[config.mk]
export PLATFORM = sky130hd
export DESIGN_NAME = trigger_source_select_regs
export DESIGN_NICKNAME = d
export VERILOG_FILES = /design/src/trigger_route_mux.v /design/src/trigger_source_select_regs.v
export VERILOG_INCLUDE_DIRS = /design/src /design/src/src
export SDC_FILE = /design/constraint.sdc
export NUM_CORES = 1
export LEC_CHECK = 0
export ABC_CLOCK_PERIOD_IN_PS = 6100
export BUFFER_PORTS_ARGS = -buffer_cell sky130_fd_sc_hd__buf_4
export CELL_PAD_IN_SITES_DETAIL_PLACEMENT = 1
export CELL_PAD_IN_SITES_GLOBAL_PLACEMENT = 2
export CORE_ASPECT_RATIO = 0.6
export CORE_MARGIN = 2
export CORE_UTILIZATION = 42
export CTS_CLUSTER_DIAMETER = 200
export DETAILED_ROUTE_END_ITERATION = 10
export PLACE_DENSITY_LB_ADDON = 0.1
export SLEW_MARGIN = 15
export SYNTH_ARGS = -nofsm -noshare
export SYNTH_HDL_FRONTEND = slang
export SYNTH_SLANG_ARGS = --single-unit
[constraint.sdc]
create_clock -name clock -period 6.1 [get_ports clock]
set_clock_uncertainty 0.1 [all_clocks]
set_input_delay 0.61 -clock clock [delete_from_list [all_inputs] [get_ports clock]]
set_output_delay 0.61 -clock clock [all_outputs]
set_load 0.005 [all_outputs]
[src/trigger_crossbar_consts.vh]
// constants for the trigger crossbar selector registers
//
// Behaviour
// - Selector registers are accessed only as whole aligned 32-bit words.
// - Bit 31 lock is set by writing one; only system reset clears it.
// - First external register: four 7-bit fields at 6:0,14:8,22:16,30:24 for outputs 0-3.
// - Second external register: same layout, fields select external outputs 4 through 7.
// - ADC0 register: one 7-bit field at 6:0 feeds ADC0 routine trigger; 30:7 reserved.
// - Both external registers reset to all zeros, lock clear.
// - ADC0 register resets to 0x00001E16, lock clear.
// - Registers decode at offsets 0x00, 0x04, 0x08 from base 0x40018400.
// - Select value 0 routes constant low, value 1 routes constant high.
`ifndef TRIGGER_CROSSBAR_CONSTS_VH
`define TRIGGER_CROSSBAR_CONSTS_VH

`define TSEL_BASE_ADDR 32'h40018400
`define TSEL_ADDR_W 8
`define TSEL_OFF_EXT_LOW 8'h00
`define TSEL_OFF_EXT_HIGH 8'h04
`define TSEL_OFF_ADC0 8'h08

`define TSEL_DATA_W 32
`define TSEL_SEL_W 7
`define TSEL_SRC_COUNT 128
`define TSEL_EXT_SRC_W 126
`define TSEL_OUT_COUNT 9
`define TSEL_EXT_OUT_COUNT 8
`define TSEL_ADC0_OUT_IDX 8
`define TSEL_LOCK_COUNT 3
`define TSEL_LOCK_BIT 31
`define TSEL_F0_LSB 0
`define TSEL_F1_LSB 8
`define TSEL_F2_LSB 16
`define TSEL_F3_LSB 24

`define TSEL_SEL_CONST_LOW 7'h00
`define TSEL_SEL_CONST_HIGH 7'h01

`define TSEL_EXT_RESET 32'h00000000
`define TSEL_ADC0_RESET 32'h00001E16
`define TSEL_ADC0_FIELD_RESET 7'h16
`define TSEL_ADC0_RSVD_MASK 32'h7FFFFF80

`endif

[src/trigger_route_mux.v]
// one routing selector: picks a source line by a 7-bit select code
`timescale 1ns/1ps
`default_nettype none
`include "trigger_crossbar_consts.vh"

module trigger_route_mux (
  input wire [`TSEL_SRC_COUNT-1:0] sourceVector,
  input wire [`TSEL_SEL_W-1:0] select,
  output wire routed
);

  // pure index; codes 0 and 1 land on the tied low and high entries
  assign routed = sourceVector[select];

endmodule
`default_nettype wire

[src/trigger_source_select_regs.v]
// selector registers and routing for external outputs 0-7 and the ADC0 routine trigger
`timescale 1ns/1ps
`default_nettype none
`include "trigger_crossbar_consts.vh"

module trigger_source_select_regs (
  input wire clock,
  input wire srst,
  input wire [`TSEL_ADDR_W-1:0] address,
  input wire [`TSEL_DATA_W-1:0] writeData,
  input wire writeStrobe,
  input wire readStrobe,
  output reg [`TSEL_DATA_W-1:0] readData,
  input wire [`TSEL_EXT_SRC_W-1:0] triggerSources,
  output reg [7:0] extTriggerOut,
  output reg adc0RoutineTrigger,
  output reg [2:0] lockState
);

  // selector storage, one flip-flop group per field
  reg [`TSEL_SEL_W-1:0] extSel_reg [0:7];
  reg [`TSEL_SEL_W-1:0] adc0Sel_reg;
  reg extLowLock_reg;
  reg extHighLock_reg;
  reg adc0Lock_reg;

  // reset words held as vectors, since a field cannot be sliced from a bare literal
  localparam [`TSEL_DATA_W-1:0] EXT_RESET_WORD = `TSEL_EXT_RESET;
  localparam [`TSEL_DATA_W-1:0] ADC0_RESET_WORD = `TSEL_ADC0_RESET;
  localparam [`TSEL_DATA_W-1:0] ADC0_RSVD_MASK = `TSEL_ADC0_RSVD_MASK;
  localparam [`TSEL_SEL_W-1:0] EXT_F0_RESET = EXT_RESET_WORD[`TSEL_F0_LSB +: `TSEL_SEL_W];
  localparam [`TSEL_SEL_W-1:0] EXT_F1_RESET = EXT_RESET_WORD[`TSEL_F1_LSB +: `TSEL_SEL_W];
  localparam [`TSEL_SEL_W-1:0] EXT_F2_RESET = EXT_RESET_WORD[`TSEL_F2_LSB +: `TSEL_SEL_W];
  localparam [`TSEL_SEL_W-1:0] EXT_F3_RESET = EXT_RESET_WORD[`TSEL_F3_LSB +: `TSEL_SEL_W];
  localparam [`TSEL_SEL_W-1:0] ADC0_F0_RESET = ADC0_RESET_WORD[`TSEL_F0_LSB +: `TSEL_SEL_W];
  localparam [0:0] EXT_LOCK_RESET = EXT_RESET_WORD[`TSEL_LOCK_BIT];
  localparam [0:0] ADC0_LOCK_RESET = ADC0_RESET_WORD[`TSEL_LOCK_BIT];
  localparam [`TSEL_DATA_W-1:0] ADC0_RSVD_READ = ADC0_RESET_WORD & ADC0_RSVD_MASK;
  localparam [`TSEL_EXT_OUT_COUNT-1:0] EXT_OUT_RESET = {`TSEL_EXT_OUT_COUNT{1'b0}};
  localparam [0:0] ADC0_OUT_RESET = 1'b0;
  localparam [`TSEL_LOCK_COUNT-1:0] LOCK_STATE_RESET = {`TSEL_LOCK_COUNT{1'b0}};

  // decode
  wire hitExtLow;
  wire hitExtHigh;
  wire hitAdc0;
  wire anyHit;
  wire writeExtLow;
  wire writeExtHigh;
  wire writeAdc0;

  // full-address compare: any misaligned address misses every register
  assign hitExtLow = (address == `TSEL_OFF_EXT_LOW);
  assign hitExtHigh = (address == `TSEL_OFF_EXT_HIGH);
  assign hitAdc0 = (address == `TSEL_OFF_ADC0);
  assign anyHit = hitExtLow | hitExtHigh | hitAdc0;

  // a locked register swallows the write, lock bit included
  assign writeExtLow = writeStrobe & hitExtLow & ~extLowLock_reg;
  assign writeExtHigh = writeStrobe & hitExtHigh & ~extHighLock_reg;
  assign writeAdc0 = writeStrobe & hitAdc0 & ~adc0Lock_reg;

  // lock next values: once set only reset reaches the flop, so a write of zero cannot clear it
  wire extLowLock_next;
  wire extHighLock_next;
  wire adc0Lock_next;

  assign extLowLock_next = extLowLock_reg | (writeExtLow & writeData[`TSEL_LOCK_BIT]);
  assign extHighLock_next = extHighLock_reg | (writeExtHigh & writeData[`TSEL_LOCK_BIT]);
  assign adc0Lock_next = adc0Lock_reg | (writeAdc0 & writeData[`TSEL_LOCK_BIT]);

  // field extraction from the write word, same layout for both external registers
  wire [`TSEL_SEL_W-1:0] wrField0;
  wire [`TSEL_SEL_W-1:0] wrField1;
  wire [`TSEL_SEL_W-1:0] wrField2;
  wire [`TSEL_SEL_W-1:0] wrField3;

  assign wrField0 = writeData[`TSEL_F0_LSB +: `TSEL_SEL_W];
  assign wrField1 = writeData[`TSEL_F1_LSB +: `TSEL_SEL_W];
  assign wrField2 = writeData[`TSEL_F2_LSB +: `TSEL_SEL_W];
  assign wrField3 = writeData[`TSEL_F3_LSB +: `TSEL_SEL_W];

  // first external register: outputs 0..3
  always @(posedge clock) begin
    if (srst) begin
      extSel_reg[0] <= EXT_F0_RESET;
      extSel_reg[1] <= EXT_F1_RESET;
      extSel_reg[2] <= EXT_F2_RESET;
      extSel_reg[3] <= EXT_F3_RESET;
      extLowLock_reg <= EXT_LOCK_RESET;
    end else begin
      if (writeExtLow) begin
        extSel_reg[0] <= wrField0;
        extSel_reg[1] <= wrField1;
        extSel_reg[2] <= wrField2;
        extSel_reg[3] <= wrField3;
      end
      extLowLock_reg <= extLowLock_next;
    end
  end

  // second external register: outputs 4..7
  always @(posedge clock) begin
    if (srst) begin
      extSel_reg[4] <= EXT_F0_RESET;
      extSel_reg[5] <= EXT_F1_RESET;
      extSel_reg[6] <= EXT_F2_RESET;
      extSel_reg[7] <= EXT_F3_RESET;
      extHighLock_reg <= EXT_LOCK_RESET;
    end else begin
      if (writeExtHigh) begin
        extSel_reg[4] <= wrField0;
        extSel_reg[5] <= wrField1;
        extSel_reg[6] <= wrField2;
        extSel_reg[7] <= wrField3;
      end
      extHighLock_reg <= extHighLock_next;
    end
  end

  // ADC0 register: single field, reserved bits held at their reset pattern
  always @(posedge clock) begin
    if (srst) begin
      adc0Sel_reg <= ADC0_F0_RESET;
      adc0Lock_reg <= ADC0_LOCK_RESET;
    end else begin
      if (writeAdc0) begin
        adc0Sel_reg <= wrField0;
      end
      adc0Lock_reg <= adc0Lock_next;
    end
  end

  // read-back words; reserved bits are not stored, they read as reset value
  wire [`TSEL_DATA_W-1:0] extLowWord;
  wire [`TSEL_DATA_W-1:0] extHighWord;
  wire [`TSEL_DATA_W-1:0] adc0Word;

  assign extLowWord = {extLowLock_reg, extSel_reg[3], 1'b0, extSel_reg[2],
                       1'b0, extSel_reg[1], 1'b0, extSel_reg[0]};
  assign extHighWord = {extHighLock_reg, extSel_reg[7], 1'b0, extSel_reg[6],
                        1'b0, extSel_reg[5], 1'b0, extSel_reg[4]};
  // the reserved pattern is nonzero here; it is ORed into the read word and writes to those bits are ignored
  assign adc0Word = ADC0_RSVD_READ | {adc0Lock_reg, 24'h000000, adc0Sel_reg};

  reg [`TSEL_DATA_W-1:0] readData_next;
  wire readEnable;

  // unmapped and misaligned reads fall through to the zero word
  assign readEnable = readStrobe & anyHit;

  always @* begin
    readData_next = {`TSEL_DATA_W{1'b0}};
    if (readEnable) begin
      case (1'b1)
        hitExtLow: begin
          readData_next = extLowWord;
        end
        hitExtHigh: begin
          readData_next = extHighWord;
        end
        hitAdc0: begin
          readData_next = adc0Word;
        end
        default: begin
          readData_next = {`TSEL_DATA_W{1'b0}};
        end
      endcase
    end
  end

  // read data valid only in the cycle after the strobe, zero otherwise
  always @(posedge clock) begin
    if (srst) begin
      readData <= {`TSEL_DATA_W{1'b0}};
    end else begin
      readData <= readData_next;
    end
  end

  // routing: two fixed levels below the external sources form the source table
  wire [`TSEL_SRC_COUNT-1:0] sourceVector;
  wire [`TSEL_OUT_COUNT*`TSEL_SEL_W-1:0] selectFlat;
  wire [`TSEL_OUT_COUNT-1:0] routedNext;

  assign sourceVector = {triggerSources, 1'b1, 1'b0};
  assign selectFlat = {adc0Sel_reg, extSel_reg[7], extSel_reg[6], extSel_reg[5],
                       extSel_reg[4], extSel_reg[3], extSel_reg[2], extSel_reg[1],
                       extSel_reg[0]};

  genvar outIdx;
  generate
    for (outIdx = 0; outIdx < `TSEL_OUT_COUNT; outIdx = outIdx + 1) begin : routeGen
      trigger_route_mux routeMux (
        .sourceVector(sourceVector),
        .select(selectFlat[outIdx*`TSEL_SEL_W +: `TSEL_SEL_W]),
        .routed(routedNext[outIdx])
      );
    end
  endgenerate

  // output stage next values, split out so each output flop has one plain source
  wire [`TSEL_EXT_OUT_COUNT-1:0] extTriggerOut_next;
  wire adc0RoutineTrigger_next;
  wire [`TSEL_LOCK_COUNT-1:0] lockState_next;

  assign extTriggerOut_next = routedNext[`TSEL_EXT_OUT_COUNT-1:0];
  assign adc0RoutineTrigger_next = routedNext[`TSEL_ADC0_OUT_IDX];
  assign lockState_next = {adc0Lock_reg, extHighLock_reg, extLowLock_reg};

  // outputs are registered for a clean launch; this costs one cycle of latency
  always @(posedge clock) begin
    if (srst) begin
      extTriggerOut <= EXT_OUT_RESET;
      adc0RoutineTrigger <= ADC0_OUT_RESET;
      lockState <= LOCK_STATE_RESET;
    end else begin
      extTriggerOut <= extTriggerOut_next;
      adc0RoutineTrigger <= adc0RoutineTrigger_next;
      lockState <= lockState_next;
    end
  end

endmodule
`default_nettype wire

==> metrics <==
I/O Buffers 207; die height approximately 140 µm; drt pass-1 iters 5; Cells on Worst Hold Path 2; RSZ-0062 raised after global routing false; Worst Slack Setup Final ~2.5 ns; Sw Share 0.362; area share of the largest cell type after synthesis 0.429; Slowest cell on crit path nor3b_4; number of synthesized register bits between 100 and 150; number of CTS-inserted buffers 9; Ports about 210; fin crit period 3.62 ns; Seq pwr share 0.350; Clock Sinks ~110; # hold bufs at CTS 0; Iteration-0 DRC Markers between 1500 and 2000; fin util 0.495; DP HPWL 43.0 mm; grt ovf 0; first-pass GRT wire length slightly below 90 mm; slew margin rel. 0.291; die area approximately 34000 µm²; max incr delay on CP around 0.93 ns; Tot GR Track Use 0.359; Synth Flop Type edfxtp_1; max-capacitance violation count 0; EDFF count, synth between 50 and 60; Synth cell types a little under 60; Placed Cells incl. Taps around 1700; Clk pin slew, worst setup/hold paths ~0.08 ns; gpl congestion approximately 0.93; Psw slightly below 900 µW; cell area after synthesis about 14000 µm²; Peak supply drop around 0.15 mV; cells after synthesis approximately 1100; non-filler instance count after layout 1683; layout cells sized above 1 0.417; Commonest cells post-synth 257 x mux4_2, 119 x mux2i_1, 68 x a22oi_1; crit end category flip-flop; cells resized by post-CTS repair 0; DR WL/cell roughly 36 µm; DRC viols 0; Comb power frac 0.394; leakage power figure about 0.0054 µW; initial antenna violation count 1; PwrDens 156 nW/µm²; Post-synth ARST share 0; vias post-DR approximately 13000; Max Fanout on Critical Path 18; post-synthesis sequential area ratio 0.200; r2r endpoint extTriggerOut[3]$_SDFF_PP0_; buffer depth of the longest clock path 2; Synth Warn # 0; Worst-Margin Slew ~1.1 ns; die width 235 µm; Hold EP extLowLock_reg$_SDFF_PP0_; largest net degree at the start of global routing 52; FF-to-FF path depth 7; Slew Limit Fails 0; status completed; vias in the first global route about 12000; R2R setup slack around 2.9 ns; H-tree levels 3; Critical Path AT approximately 3.8 ns; # rows 50; post-route ant nets 0; via-per-instance ratio around 7.5; postcts setup bufs 0; nets between 1000 and 1500; pre-CTS setup slack between 2 and 2.5 ns; launching point of the worst reg2reg path extSel_reg[0][22]$_SDFFCE_PN0P_; Hold Fails Final Rpt 0; Startpoint Class primary input; Starting Density 0.430; fmax ~0.28 GHz; most numerous cell in the Yosys netlist mux4_2; Avg Inst Size Synth 11.8 µm²; Worst Hold Class in2reg; core area 31400 µm²; CP Class in2reg; crit-path most repeated cell buf_4; Int Pwr about 1600 µW; hold path start writeData[31]; final instance area between 15000 and 20000 µm²; drt total wl between 60 and 70 mm; crit path cell chain buf_4, or4_1, nor3_2, nor3b_4, nand3b_2, buf_4, nor2_1, and2_1; period utilization 0.593; max reg flops 56; Finish-stage setup viols 0; Area Growth Syn to Fin 15.2%; CTS root buffer clkbuf_16; Synth area leaders mux4_2 43%, edfxtp_1 12%, mux2i_1 8.8%; Clock Latency Late Sink slightly below 0.4 ns; Fin Setup TNS 0 ns; CP required 6.24 ns; DP Area 15200 µm²; Clock power frac 0.257; cell taking the most area after synthesis mux4_2; CTS tree done
-- stage by stage --
stage,hold WS (ns),power (µW)
detailed placement,0.409,1790
CTS,0.320,2410
floorplan,0.357,1410
global placement,0.406,1780
finish,0.332,2430
global route,0.328,2510
-- critical path: cells and delay by family --
kind | cells | cell delay [ns]
AND/OR/NAND/NOR | 6 | 2.77
buffers and inverters | 2 | 0.37
-- power by group through the flow --
stage	Clock, µW	Sequential, µW	Combinational (µW)
finish	624	850	957
floorplan	0	815	592
detailed placement	0	867	924
CTS	634	851	929
global placement	0	866	913
global route	664	854	996
-- how the worst max path moves through the flow --
stage	start	end	slack, ns	depth (start not counted)
after floorplan	address[7]	extSel_reg[0][0]$_SDFFCE_PN0P_	3.01	5
after CTS	address[7]	extSel_reg[0][8]$_SDFFCE_PN0P_	2.49	8
after global routing	address[7]	extSel_reg[0][9]$_SDFFCE_PN0P_	2.24	8
after detailed placement	address[7]	extSel_reg[0][12]$_SDFFCE_PN0P_	2.10	8
final	address[7]	extSel_reg[0][8]$_SDFFCE_PN0P_	2.48	8
after global placement	address[7]	extSel_reg[0][9]$_SDFFCE_PN0P_	2.22	8
-- cell families (layout without fill, tap and decap cells) --
logic type / Yosys count / count (layout) / share of synthesized area
AOI/OAI and AO/OA: 208 / 208 / 0.108
buffers and inverters: 145 / 266 / 0.0469
DFF: 107 / 107 / 0.200
muxes: 389 / 389 / 0.528
other: 1 / 6 / 0.000278
and+or+nand+nor: 291 / 291 / 0.117
-- layer usage --
metal	track usage	up-vias	part of all wire
met5	0	-	0
met4	0.0949	0	0.026
met3	0.124	115	0.15
met2	0.511	1046	0.42
met1	0.519	6396	0.40
li1	-	4984	-
-- cell usage in the layout, fill, tap and decap left out, types with 4 or more instances in the layout --
cell type    n
a221oi_1     4
a31oi_1     10
nand2b_1    13
mux2_2      13
a211o_1      5
and2_1      38
o21ai_0     11
nand3_1     27
nor4_1       4
nand2_1     33
mux4_2     257
edfxtp_1    56
nor2_1      67
nand3b_1     6
dfxtp_1     50
nor3_1      17
clkbuf_16    9
nor2b_1     61
a22oi_1     68
a211oi_1    15
o41ai_1      6
clkinv_8     4
a311oi_1     9
mux2i_1    119
a21oi_1     48
o311ai_0     4
buf_4      232
inv_1       15
o22ai_1      5
nor4b_1      4
a22o_1       9
-- cell type report --
type	instances	area, µm²
clock inverter	7	91.3
antenna	3	7.51
tap	416	520
clock buffer	9	225
inverter	17	63.8
multi-input combinational	891	10200
sequential	107	2700
fill	3279	15900
timing repair buffer	233	1760
Power figures use the tool's default switching activity.
